[config.mk]
export PLATFORM = sky130hd
export DESIGN_NAME = i2cm_top
export DESIGN_NICKNAME = d
export VERILOG_FILES = /design/src/i2cm_pkg.sv /design/src/i2cm_line_sync.sv /design/src/i2cm_phase_timer.sv /design/src/i2cm_top.sv
export VERILOG_INCLUDE_DIRS = /design/src
export SDC_FILE = /design/constraint.sdc
export NUM_CORES = 1
export LEC_CHECK = 0
export ABC_CLOCK_PERIOD_IN_PS = 3960
export BUFFER_PORTS_ARGS = -buffer_cell sky130_fd_sc_hd__buf_2
export CORE_AREA = 2 2 152 229
export DETAILED_ROUTE_END_ITERATION = 10
export DIE_AREA = 0 0 154 231
export PLACE_DENSITY = 0.61
export SLEW_MARGIN = 20
export SYNTH_ARGS = -nofsm -noshare
export SYNTH_HDL_FRONTEND = slang
export SYNTH_SLANG_ARGS = --single-unit
[constraint.sdc]
create_clock -name aclk -period 3.96 [get_ports aclk]
set_input_delay 0.594 -clock aclk [delete_from_list [all_inputs] [get_ports aclk]]
set_output_delay 0.594 -clock aclk [all_outputs]
set_load 0.01 [all_outputs]
[src/i2cm_defs.svh]
// Purpose: Register offsets, field positions, reset values and timing counts
// Assumes: 6-bit byte addresses on the register bus, one aligned word per register
// Notes:   Definitions only
`ifndef I2CM_DEFS_SVH
`define I2CM_DEFS_SVH
////////////////////////////////////////////////////////////////////////////////
`define I2CM_CTRL_OFS      6'h00
`define I2CM_TARGET_OFS    6'h04
`define I2CM_DATA_CMD_OFS  6'h08
`define I2CM_STATUS_OFS    6'h0C
`define I2CM_INT_STAT_OFS  6'h10
`define I2CM_INT_MASK_OFS  6'h14
`define I2CM_SS_HCNT_OFS   6'h18
`define I2CM_SS_LCNT_OFS   6'h1C
`define I2CM_FS_HCNT_OFS   6'h20
`define I2CM_FS_LCNT_OFS   6'h24
`define I2CM_FS_SPKLEN_OFS 6'h28
`define I2CM_HS_SPKLEN_OFS 6'h2C
////////////////////////////////////////////////////////////////////////////////
`define I2CM_CTRL_EN       0
`define I2CM_CTRL_FAST     1
`define I2CM_CTRL_HS       2
`define I2CM_CTRL_ADDR10   3
`define I2CM_CTRL_MASTER   4
`define I2CM_CMD_RD        8
`define I2CM_CMD_STOP      9
`define I2CM_INT_TX        0
`define I2CM_INT_RX        1
`define I2CM_INT_NACK      2
`define I2CM_INT_ARB       3
////////////////////////////////////////////////////////////////////////////////
`define I2CM_SS_HCNT_RST   16'h0007
`define I2CM_SS_LCNT_RST   16'h000C
`define I2CM_FS_HCNT_RST   16'h0007
`define I2CM_FS_LCNT_RST   16'h000F
`define I2CM_SPKLEN_RST    8'h01
`define I2CM_HIGH_EXTRA    16'h0006
`define I2CM_RESP_OKAY     2'h0
`define I2CM_RESP_SLVERR   2'h2
`endif

[src/i2cm_pkg.sv]
// Purpose: Types shared by the two-wire master controller
// Assumes: Constants live in i2cm_defs.svh
// Notes:   State of each module is one packed struct
package i2cm_pkg;
  typedef enum logic [2:0] {
    ST_IDLE, ST_RS_LOW, ST_RS_HIGH, ST_START, ST_LOW, ST_HIGH, ST_STOP_LOW, ST_STOP_HIGH
  } i2cm_eng_type;
  typedef struct packed {
    logic aw_have; logic [5:0] aw_addr; logic w_have; logic [31:0] w_data; logic [3:0] w_strb;
    logic bvalid; logic [1:0] bresp; logic rvalid; logic [31:0] rdata; logic [1:0] rresp;
    logic en; logic fast_speed; logic [6:0] tar;
    logic [15:0] ss_h; logic [15:0] ss_l; logic [15:0] fs_h; logic [15:0] fs_l;
    logic [7:0] fast_spike_filter_length; logic [7:0] highspeed_spike_filter_length;
    logic [3:0] stat; logic [3:0] mask; logic irq;
    logic [7:0] rx; logic cmd_rd; logic cmd_stop; logic [7:0] cmd_data;
    i2cm_eng_type st; logic [8:0] shift; logic [3:0] bitn; logic phase; logic stop_free;
    logic held; logic scl_pull; logic sda_pull;
  } i2cm_top_state_type;
  typedef struct packed {
    logic s1; logic s2; logic flt; logic [7:0] cnt;
  } i2cm_sync_state_type;
  typedef struct packed {
    logic [15:0] cnt;
  } i2cm_timer_state_type;
endpackage

[src/i2cm_line_sync.sv]
// Purpose: Two-flop synchroniser and spike filter for one bus line sense input
// Assumes: Idle bus level is high
// Notes:   A change must persist spike_len+1 cycles before it is seen
module i2cm_line_sync (
  input  wire logic       aclk,
  input  wire logic       aresetn,
  input  wire logic       ce,
  input  wire logic       line_in,
  input  wire logic [7:0] spike_len,
  output logic            line_out
);
  i2cm_pkg::i2cm_sync_state_type s;
  i2cm_pkg::i2cm_sync_state_type n;
  ////////////////////////////////////////////////////////////////////////////////
  always_comb begin
    n = s;
    n.s1 = line_in;
    n.s2 = s.s1;
    if (s.s2 == s.flt) begin
      n.cnt = 8'h00;
    end else if (s.cnt >= spike_len) begin
      n.flt = s.s2;
      n.cnt = 8'h00;
    end else begin
      n.cnt = s.cnt + 8'h01;
    end
  end
  always_ff @(posedge aclk) begin
    if (!aresetn) begin
      s <= '{s1: 1'b1, s2: 1'b1, flt: 1'b1, cnt: 8'h00};
    end else if (ce) begin
      s <= n;
    end
  end
  assign line_out = s.flt;
endmodule

[src/i2cm_phase_timer.sv]
// Purpose: Down counter timing the low and high phases of the serial clock
// Assumes: load and hold come from the engine on the same clock
// Notes:   hold freezes the count while a slave stretches the clock
module i2cm_phase_timer (
  input  wire logic        aclk,
  input  wire logic        aresetn,
  input  wire logic        ce,
  input  wire logic        load,
  input  wire logic [15:0] len,
  input  wire logic        hold,
  output logic             zero
);
  i2cm_pkg::i2cm_timer_state_type s;
  i2cm_pkg::i2cm_timer_state_type n;
  ////////////////////////////////////////////////////////////////////////////////
  always_comb begin
    n = s;
    if (load) begin
      n.cnt = len;
    end else if (!hold && (s.cnt != 16'h0000)) begin
      n.cnt = s.cnt - 16'h0001;
    end
  end
  always_ff @(posedge aclk) begin
    if (!aresetn) begin
      s <= '{cnt: 16'h0000};
    end else if (ce) begin
      s <= n;
    end
  end
  assign zero = (s.cnt == 16'h0000);
endmodule

[src/i2cm_top.sv]
// Purpose: Two-wire serial bus master with AXI4-Lite registers and one interrupt
// Assumes: One clock aclk for bus slave and core; pins are open drain with pull-ups
// Notes:   One byte per command: start, address, one data byte, optional stop
//
// The placing of the registers and the AXI4-Lite interface to the registers were decided locally.
`include "i2cm_defs.svh"
module i2cm_top (
  input  wire logic        aclk,
  input  wire logic        aresetn,
  input  wire logic        ce,
  input  wire logic [5:0]  s_axi_awaddr,
  input  wire logic        s_axi_awvalid,
  output logic             s_axi_awready,
  input  wire logic [31:0] s_axi_wdata,
  input  wire logic [3:0]  s_axi_wstrb,
  input  wire logic        s_axi_wvalid,
  output logic             s_axi_wready,
  output logic [1:0]       s_axi_bresp,
  output logic             s_axi_bvalid,
  input  wire logic        s_axi_bready,
  input  wire logic [5:0]  s_axi_araddr,
  input  wire logic        s_axi_arvalid,
  output logic             s_axi_arready,
  output logic [31:0]      s_axi_rdata,
  output logic [1:0]       s_axi_rresp,
  output logic             s_axi_rvalid,
  input  wire logic        s_axi_rready,
  input  wire logic        scl_line_sense,
  input  wire logic        sda_line_sense,
  output logic             scl_drive_level,
  output logic             scl_pull_low_drive,
  output logic             sda_drive_level,
  output logic             sda_pull_low_drive,
  output logic             irq
);
  i2cm_pkg::i2cm_top_state_type s;
  i2cm_pkg::i2cm_top_state_type n;
  logic [1:0]  sense;
  logic [1:0]  filt;
  logic        tmr_load;
  logic [15:0] tmr_len;
  logic        tmr_hold;
  logic        tmr_zero;
  logic [15:0] lo_len;
  logic [15:0] hi_len;
  logic        drv;
  logic [32:0] wr_old;
  logic [32:0] rd_val;
  logic [31:0] wv;
  logic [3:0]  clr;
  logic [3:0]  ev;
  logic        wr_go;
  ////////////////////////////////////////////////////////////////////////////////
  localparam i2cm_pkg::i2cm_top_state_type RST = '{
    ss_h: `I2CM_SS_HCNT_RST, ss_l: `I2CM_SS_LCNT_RST,
    fs_h: `I2CM_FS_HCNT_RST, fs_l: `I2CM_FS_LCNT_RST,
    fast_spike_filter_length: `I2CM_SPKLEN_RST,
    highspeed_spike_filter_length: `I2CM_SPKLEN_RST,
    st: i2cm_pkg::ST_IDLE, default: '0};

  function automatic logic [31:0] merge(input logic [31:0] old, input logic [31:0] d,
                                        input logic [3:0] strb);
    logic [31:0] r;
    r = old;
    for (int i = 0; i < 4; i++) begin
      if (strb[i]) begin
        r[i*8 +: 8] = d[i*8 +: 8];
      end
    end
    return r;
  endfunction

  // Bit 32 flags a mapped address
  function automatic logic [32:0] word_at(input i2cm_pkg::i2cm_top_state_type st,
                                          input logic [5:0] a, input logic [1:0] ln);
    logic [32:0] r;
    r = 33'h000000000;
    case ({a[5:2], 2'b00})
      `I2CM_CTRL_OFS:      r = {1'b1, 27'h0, 1'b1, 1'b0, 1'b0, st.fast_speed, st.en};
      `I2CM_TARGET_OFS:    r = {1'b1, 25'h0, st.tar};
      `I2CM_DATA_CMD_OFS:  r = {1'b1, 24'h0, st.rx};
      `I2CM_STATUS_OFS:    r = {1'b1, 28'h0, ln, st.held, (st.st != i2cm_pkg::ST_IDLE)};
      `I2CM_INT_STAT_OFS:  r = {1'b1, 28'h0, st.stat};
      `I2CM_INT_MASK_OFS:  r = {1'b1, 28'h0, st.mask};
      `I2CM_SS_HCNT_OFS:   r = {1'b1, 16'h0, st.ss_h};
      `I2CM_SS_LCNT_OFS:   r = {1'b1, 16'h0, st.ss_l};
      `I2CM_FS_HCNT_OFS:   r = {1'b1, 16'h0, st.fs_h};
      `I2CM_FS_LCNT_OFS:   r = {1'b1, 16'h0, st.fs_l};
      `I2CM_FS_SPKLEN_OFS: r = {1'b1, 24'h0, st.fast_spike_filter_length};
      `I2CM_HS_SPKLEN_OFS: r = {1'b1, 24'h0, st.highspeed_spike_filter_length};
      default:             r = 33'h000000000;
    endcase
    return r;
  endfunction
  ////////////////////////////////////////////////////////////////////////////////
  // Sense inputs come from pins, so each passes two flops and the spike filter
  assign sense = {sda_line_sense, scl_line_sense};
  for (genvar g = 0; g < 2; g++) begin : g_line
    i2cm_line_sync u_sync (
      .aclk      (aclk),
      .aresetn   (aresetn),
      .ce        (ce),
      .line_in   (sense[g]),
      .spike_len (s.fast_spike_filter_length),
      .line_out  (filt[g])
    );
  end

  i2cm_phase_timer u_timer (
    .aclk    (aclk),
    .aresetn (aresetn),
    .ce      (ce),
    .load    (tmr_load),
    .len     (tmr_len),
    .hold    (tmr_hold),
    .zero    (tmr_zero)
  );
  ////////////////////////////////////////////////////////////////////////////////
  // Low lasts count+1 cycles, high count+7 cycles plus any stretching
  assign lo_len   = s.fast_speed ? s.fs_l : s.ss_l;
  assign hi_len   = 16'((s.fast_speed ? s.fs_h : s.ss_h) + `I2CM_HIGH_EXTRA);
  assign tmr_hold = ((s.st == i2cm_pkg::ST_HIGH) || (s.st == i2cm_pkg::ST_RS_HIGH) ||
                     (s.st == i2cm_pkg::ST_STOP_HIGH)) && !filt[0];
  assign drv      = ((s.bitn == 4'h8) == (s.phase && s.cmd_rd));
  assign wr_old   = word_at(s, s.aw_addr, filt);
  assign rd_val   = word_at(s, s_axi_araddr, filt);

  always_comb begin
    n        = s;
    tmr_load = 1'b0;
    tmr_len  = lo_len;
    wv       = merge(wr_old[31:0], s.w_data, s.w_strb);
    clr      = 4'h0;
    ev       = 4'h0;
    wr_go    = 1'b0;
    // Register bus write: address and data may arrive in either order
    if (s_axi_awvalid && !s.aw_have && !s.bvalid) begin
      n.aw_have = 1'b1;
      n.aw_addr = s_axi_awaddr;
    end
    if (s_axi_wvalid && !s.w_have && !s.bvalid) begin
      n.w_have = 1'b1;
      n.w_data = s_axi_wdata;
      n.w_strb = s_axi_wstrb;
    end
    if (s.bvalid && s_axi_bready) begin
      n.bvalid = 1'b0;
    end
    if (s.aw_have && s.w_have && !s.bvalid) begin
      n.aw_have = 1'b0;
      n.w_have  = 1'b0;
      n.bvalid  = 1'b1;
      n.bresp   = wr_old[32] ? `I2CM_RESP_OKAY : `I2CM_RESP_SLVERR;
      case ({s.aw_addr[5:2], 2'b00})
        // High-speed and 10-bit requests are dropped on write
        `I2CM_CTRL_OFS: begin
          n.en         = wv[`I2CM_CTRL_EN];
          n.fast_speed = wv[`I2CM_CTRL_FAST];
        end
        `I2CM_TARGET_OFS:    n.tar = wv[6:0];
        `I2CM_DATA_CMD_OFS: begin
          // A command while busy or disabled is dropped
          if ((s.st == i2cm_pkg::ST_IDLE) && s.en) begin
            wr_go      = 1'b1;
            n.cmd_data = wv[7:0];
            n.cmd_rd   = wv[`I2CM_CMD_RD];
            n.cmd_stop = wv[`I2CM_CMD_STOP];
          end
        end
        `I2CM_INT_STAT_OFS:  clr = s.w_strb[0] ? s.w_data[3:0] : 4'h0;
        `I2CM_INT_MASK_OFS:  n.mask = wv[3:0];
        `I2CM_SS_HCNT_OFS:   n.ss_h = wv[15:0];
        `I2CM_SS_LCNT_OFS:   n.ss_l = wv[15:0];
        `I2CM_FS_HCNT_OFS:   n.fs_h = wv[15:0];
        `I2CM_FS_LCNT_OFS:   n.fs_l = wv[15:0];
        `I2CM_FS_SPKLEN_OFS: n.fast_spike_filter_length = wv[7:0];
        `I2CM_HS_SPKLEN_OFS: n.highspeed_spike_filter_length = wv[7:0];
        default: ;
      endcase
    end
    // Register bus read
    if (s.rvalid && s_axi_rready) begin
      n.rvalid = 1'b0;
    end
    if (s_axi_arvalid && !s.rvalid) begin
      n.rvalid = 1'b1;
      n.rdata  = rd_val[31:0];
      n.rresp  = rd_val[32] ? `I2CM_RESP_OKAY : `I2CM_RESP_SLVERR;
    end
    // Bus engine; every line change is a pull or a release
    case (s.st)
      i2cm_pkg::ST_IDLE: begin
        if (wr_go) begin
          tmr_load = 1'b1;
          if (s.held) begin
            n.st       = i2cm_pkg::ST_RS_LOW;
            n.sda_pull = 1'b0;
          end else begin
            n.st       = i2cm_pkg::ST_START;
            n.sda_pull = 1'b1;
            tmr_len    = hi_len;
          end
        end
      end
      i2cm_pkg::ST_RS_LOW: begin
        if (tmr_zero) begin
          n.st       = i2cm_pkg::ST_RS_HIGH;
          n.scl_pull = 1'b0;
          tmr_load   = 1'b1;
          tmr_len    = hi_len;
        end
      end
      i2cm_pkg::ST_RS_HIGH: begin
        if (tmr_zero) begin
          n.st       = i2cm_pkg::ST_START;
          n.sda_pull = 1'b1;
          tmr_load   = 1'b1;
          tmr_len    = hi_len;
        end
      end
      i2cm_pkg::ST_START: begin
        if (tmr_zero) begin
          n.st       = i2cm_pkg::ST_LOW;
          n.scl_pull = 1'b1;
          n.shift    = {s.tar, s.cmd_rd, 1'b1};
          n.bitn     = 4'h0;
          n.phase    = 1'b0;
          tmr_load   = 1'b1;
        end
      end
      i2cm_pkg::ST_LOW: begin
        n.sda_pull = !s.shift[8];
        if (tmr_zero) begin
          n.st       = i2cm_pkg::ST_HIGH;
          n.scl_pull = 1'b0;
          tmr_load   = 1'b1;
          tmr_len    = hi_len;
        end
      end
      i2cm_pkg::ST_HIGH: begin
        if (filt[0] && drv && !s.sda_pull && !filt[1]) begin
          // Another master holds data low: give up the bus at once
          ev[`I2CM_INT_ARB] = 1'b1;
          n.st              = i2cm_pkg::ST_IDLE;
          n.held            = 1'b0;
        end else if (tmr_zero) begin
          n.shift    = {s.shift[7:0], filt[1]};
          n.scl_pull = 1'b1;
          tmr_load   = 1'b1;
          n.st       = i2cm_pkg::ST_LOW;
          if (s.bitn != 4'h8) begin
            n.bitn = s.bitn + 4'h1;
          end else if (!s.phase) begin
            if (filt[1]) begin
              ev[`I2CM_INT_NACK] = 1'b1;
              n.st               = i2cm_pkg::ST_STOP_LOW;
            end else begin
              n.phase = 1'b1;
              n.bitn  = 4'h0;
              n.shift = s.cmd_rd ? {8'hFF, s.cmd_stop} : {s.cmd_data, 1'b1};
            end
          end else begin
            if (s.cmd_rd) begin
              n.rx              = s.shift[7:0];
              ev[`I2CM_INT_RX]  = 1'b1;
            end else begin
              ev[`I2CM_INT_TX]   = 1'b1;
              ev[`I2CM_INT_NACK] = filt[1];
            end
            if (s.cmd_stop || (!s.cmd_rd && filt[1])) begin
              n.st = i2cm_pkg::ST_STOP_LOW;
            end else begin
              // Clock held low until the next command brings a repeated start
              n.st     = i2cm_pkg::ST_IDLE;
              n.held   = 1'b1;
              tmr_load = 1'b0;
            end
          end
        end
      end
      i2cm_pkg::ST_STOP_LOW: begin
        n.sda_pull = 1'b1;
        if (tmr_zero) begin
          n.st        = i2cm_pkg::ST_STOP_HIGH;
          n.scl_pull  = 1'b0;
          n.stop_free = 1'b0;
          tmr_load    = 1'b1;
          tmr_len     = hi_len;
        end
      end
      i2cm_pkg::ST_STOP_HIGH: begin
        if (tmr_zero && !s.stop_free) begin
          // Release data while clock is high, then keep the bus free one high time
          n.sda_pull  = 1'b0;
          n.stop_free = 1'b1;
          tmr_load    = 1'b1;
          tmr_len     = hi_len;
        end else if (tmr_zero) begin
          n.st   = i2cm_pkg::ST_IDLE;
          n.held = 1'b0;
        end
      end
      default: n.st = i2cm_pkg::ST_IDLE;
    endcase
    // A new event wins over a write-one clear in the same cycle
    n.stat = (s.stat & ~clr) | ev;
    n.irq  = |(n.stat & n.mask);
  end

  // Core and register interface share this one clock
  always_ff @(posedge aclk) begin
    if (!aresetn) begin
      s <= RST;
    end else if (ce) begin
      s <= n;
    end
  end
  ////////////////////////////////////////////////////////////////////////////////
  assign s_axi_awready      = !s.aw_have && !s.bvalid;
  assign s_axi_wready       = !s.w_have && !s.bvalid;
  assign s_axi_bvalid       = s.bvalid;
  assign s_axi_bresp        = s.bresp;
  assign s_axi_arready      = !s.rvalid;
  assign s_axi_rvalid       = s.rvalid;
  assign s_axi_rdata        = s.rdata;
  assign s_axi_rresp        = s.rresp;
  assign scl_drive_level    = 1'b0;
  assign sda_drive_level    = 1'b0;
  assign scl_pull_low_drive = s.scl_pull;
  assign sda_pull_low_drive = s.sda_pull;
  assign irq                = s.irq;
endmodule

==> metrics.md <==
| Metric | Value |
|---|---|
| Synth Cell Area | `12600 um^2` |
| Starting Density | `37.3%` |
| Post-CTS setup repair buffer count | `0` |
| Register bit total from synthesis | `219` |
| Cell Area, Placed | `13200 um^2` |
| Register area | `4390 um^2` |
| Maxcap violations | `0` |
| CTS buffer count | `23` |
| Antenna diodes | `0` |
| # clock sinks | `219` |
| Critical R2R Launch | `s[5]` |
| Clock Root Buffer | `clkbuf_16` |
| CP endpoint kind | `register` |
| Endpoints failing setup | `0` |
| Post-detail-place hpwl | `33500 um` |
| Post-DR vias/cell | `5.98` |
| FILL cells | `3411` |
| Final min period | `3.41 ns` |
| Ys flop type | `dfxtp_1` |
| Clock skew | `0.0109 ns` |
| Drt drc | `0` |
| Synth unique cells | `84` |
| RSZ-0062 raised after global routing | `false` |
| Crit Path Category | `register to register` |
| Fmax | `293 MHz` |
| Min-delay worst type | `primary input to register` |
| Vias | `12300` |
| Worst Max-Slew Pin Slew | `0.992 ns` |
| Worst skew pair latency | `0.55 ns` |
| First DRT Iteration DRCs | `1106` |
| Crit path capture | `u_timer.s[8]` |
| CTS Hold Buffers Added | `0` |
| Leakage Power | `4.92 nW` |
| R2R depth | `13` |
| Vias in the first global route | `11800` |
| Synth Instances | `1622` |
| First-pass GRT wire length | `70800 um` |
| Die area | `35600 um^2` |
| CTS tree | `built` |
| Crit-path max FO | `13` |
| Bufs on Longest Clock Path | `3` |
| Congestion Overflow GR | `0` |
| Share of post-route cells with drive strength above 1 | `11.5%` |
| Initial DRT Pass Iterations | `8` |
| Flop-to-flop setup slack | `0.55 ns` |
| Util after Layout | `41.2%` |
| Layout Cell Area excl Fill | `13900 um^2` |
| Worst Setup Slack, final | `0.547 ns` |
| Core area | `33800 um^2` |
| Gr usage total | `25.7%` |
| Pwr dens | `406 nW/um^2` |
| Clock-pin slew on the worst setup and hold paths | `0.06 ns` |
| R2r endpoint | `u_timer.s[8]` |
| DRT Wirelength | `46100 um` |
| Die H | `231 um` |
| CP startpoint | `s[5]` |
| Synth-to-Final Area Change | `10.4%` |
| Fin crit share | `86.2%` |
| Setup_tns | `0 ns` |
| H-tree level count | `1` |
| WL/cell | `22.3 um` |
| Post-synth EDFFs | `0` |
| Core Rows | `83` |
| Syn_area_per_cell | `7.77 um^2` |
| Largest net degree at the start of global routing | `104` |
| Post-Place Worst Slack | `0.565 ns` |
| Worst Path Arrival | `3.84 ns` |
| Yosys warns | `0` |
| Final hold vios | `0` |
| DRT antenna net count | `0` |
| Maximum vdd drop | `0.362 mV` |
| Fin nets | `1706` |
| DIE WIDTH | `154 um` |
| Async set-reset flop share out of synthesis | `0%` |
| Slew Viols, Final | `0` |
| Req. time, crit path | `4.39 ns` |
| Status | `complete, no violations` |
| RD Place Congestion | `0.994` |
| Hold_ws | `0.272 ns` |
| Startpoint Class | `register` |
| Sequential share of the synthesized area | `34.8%` |
| I/O pin count | `104` |
| CTS-repair resized insts | `0` |
| Footprint of the multi-input gates | `7450 um^2` |
| Antenna violations before repair | `0` |
| Worst slew margin | `33.8%` |
| PortBufs | `61` |
[Yosys cell counts, drive strengths merged, types with 8 or more instances]
| library cell | instances | area share (%) |
|---|---|---|
| a22oi | 45 | 2.7 |
| dfxtp | 219 | 35 |
| xnor2 | 15 | 1.0 |
| mux2i | 50 | 4.0 |
| and3 | 17 | 0.84 |
| a222oi | 14 | 1.1 |
| xor2 | 8 | 0.56 |
| o211ai | 10 | 0.60 |
| o21ai | 96 | 3.8 |
| nor2 | 186 | 5.6 |
| ha | 24 | 2.4 |
| a21oi | 134 | 5.3 |
| inv | 30 | 0.89 |
| a31oi | 12 | 0.60 |
| buf | 57 | 3.0 |
| and2 | 15 | 0.74 |
| a211oi | 84 | 5.0 |
| nand3b | 14 | 0.83 |
| mux2 | 19 | 1.7 |
| nand4 | 8 | 0.40 |
| a21o | 16 | 0.95 |
| nor2b | 17 | 0.84 |
| a221oi | 8 | 0.56 |
| nor3 | 37 | 1.5 |
| clkbuf | 101 | 3.0 |
| nor4 | 9 | 0.45 |
| nand3 | 44 | 1.7 |
| nand2b | 17 | 0.84 |
| nand2 | 201 | 6.0 |
[routing by layer]
layer  track usage, %  wire, um  vias to the layer above
li1                 -         -                     5843
met1             28.4     17000                     5785
met2             44.6     22500                      523
met3             3.15      2530                      190
met4             19.8      4110                        0
met5                0         0                        -
[power by group]
part           internal, mW  leakage [nW]  total [mW]  switching [mW]
registers              2.30          1.77        2.42           0.117
logic                 0.402          2.81        1.12           0.721
clock network          1.16         0.339        2.10           0.941
total                  3.87          4.92        5.65            1.78
[cell usage in the layout (no fill, tap or decap), types with 45 or more instances in the layout]
cell,n
a211oi_1,83
mux2i_1,50
dfxtp_1,218
buf_2,61
a22oi_1,45
o21ai_0,60
nand2_1,201
a21oi_1,134
nor2_1,185
buf_4,54
[stage by stage]
| step | power, mW | instances |
|---|---|---|
| final | 5.65 | 2063 |
| after global routing | 5.90 | 2063 |
| after CTS | 5.66 | 2063 |
| after detailed placement | 3.56 | 2024 |
| after global placement | 3.55 | 2024 |
| after floorplan | 3.25 | 1641 |
[logic make-up (layout without fill, tap and decap cells)]
family	after synthesis	count (layout)	share of synthesized area, %
flops	219	219	34.8
compound gates	484	484	25.1
simple gates	610	610	22.8
other cells	1	20	0.0298
fa+ha+maj	24	24	2.38
buf+inv	188	185	6.91
mux	73	73	6.38
xor+xnor	23	23	1.60
[sequential cells by signal (all words and copies together) (netlist names)]
name and count:
s 158, g_line.u_sync.s 18, s_axi_rdata 16, u_timer.s 16, g_line.u_sync.line_out 2, g_line.u_sync.n 2, irq 1, s_axi_bresp 1
s_axi_bvalid 1, s_axi_rresp 1, s_axi_rvalid 1, scl_pull_low_drive 1, sda_pull_low_drive 1
[how the worst min path moves through the flow]
stage / start / endpoint / slack, ns / cells after the start
4_1_cts: sda_line_sense / g_line[1].u_sync.n[9] / 0.27 / 3
5_1_grt: sda_line_sense / g_line[1].u_sync.n[9] / 0.28 / 3
3_3_place_gp: s_axi_rdata[1] / s_axi_rdata[1] / 0.45 / 2
6_report: scl_line_sense / g_line[0].u_sync.n[9] / 0.27 / 3
3_5_place_dp: s[183] / s[183] / 0.45 / 2
2_1_floorplan: s_axi_rdata[5] / s_axi_rdata[5] / 0.43 / 2
[area by class of cell]
cell class | instances | area share [%]
Clock inverter | 5 | 0.243
Timing Repair Buffer | 116 | 5.25
Multi-Input combinational cell | 1234 | 53.5
Tap cell | 425 | 3.82
Inverter | 30 | 0.827
Clock buffer | 34 | 4.79
Sequential cell | 219 | 31.5
[critical path, cell delays in order (launching register included)]
cell	delay (ns)
dfxtp_1	0.37
inv_1	0.07
ha_1	0.19
nand3b_1	0.22
inv_1	0.15
ha_1	0.31
nor4b_2	0.29
nor2_1	0.11
a221oi_1	0.34
buf_4	0.21
o21bai_1	0.32
nand2_1	0.29
nor4_1	0.07
a311o_1	0.34
Power figures use the tool's default switching activity.
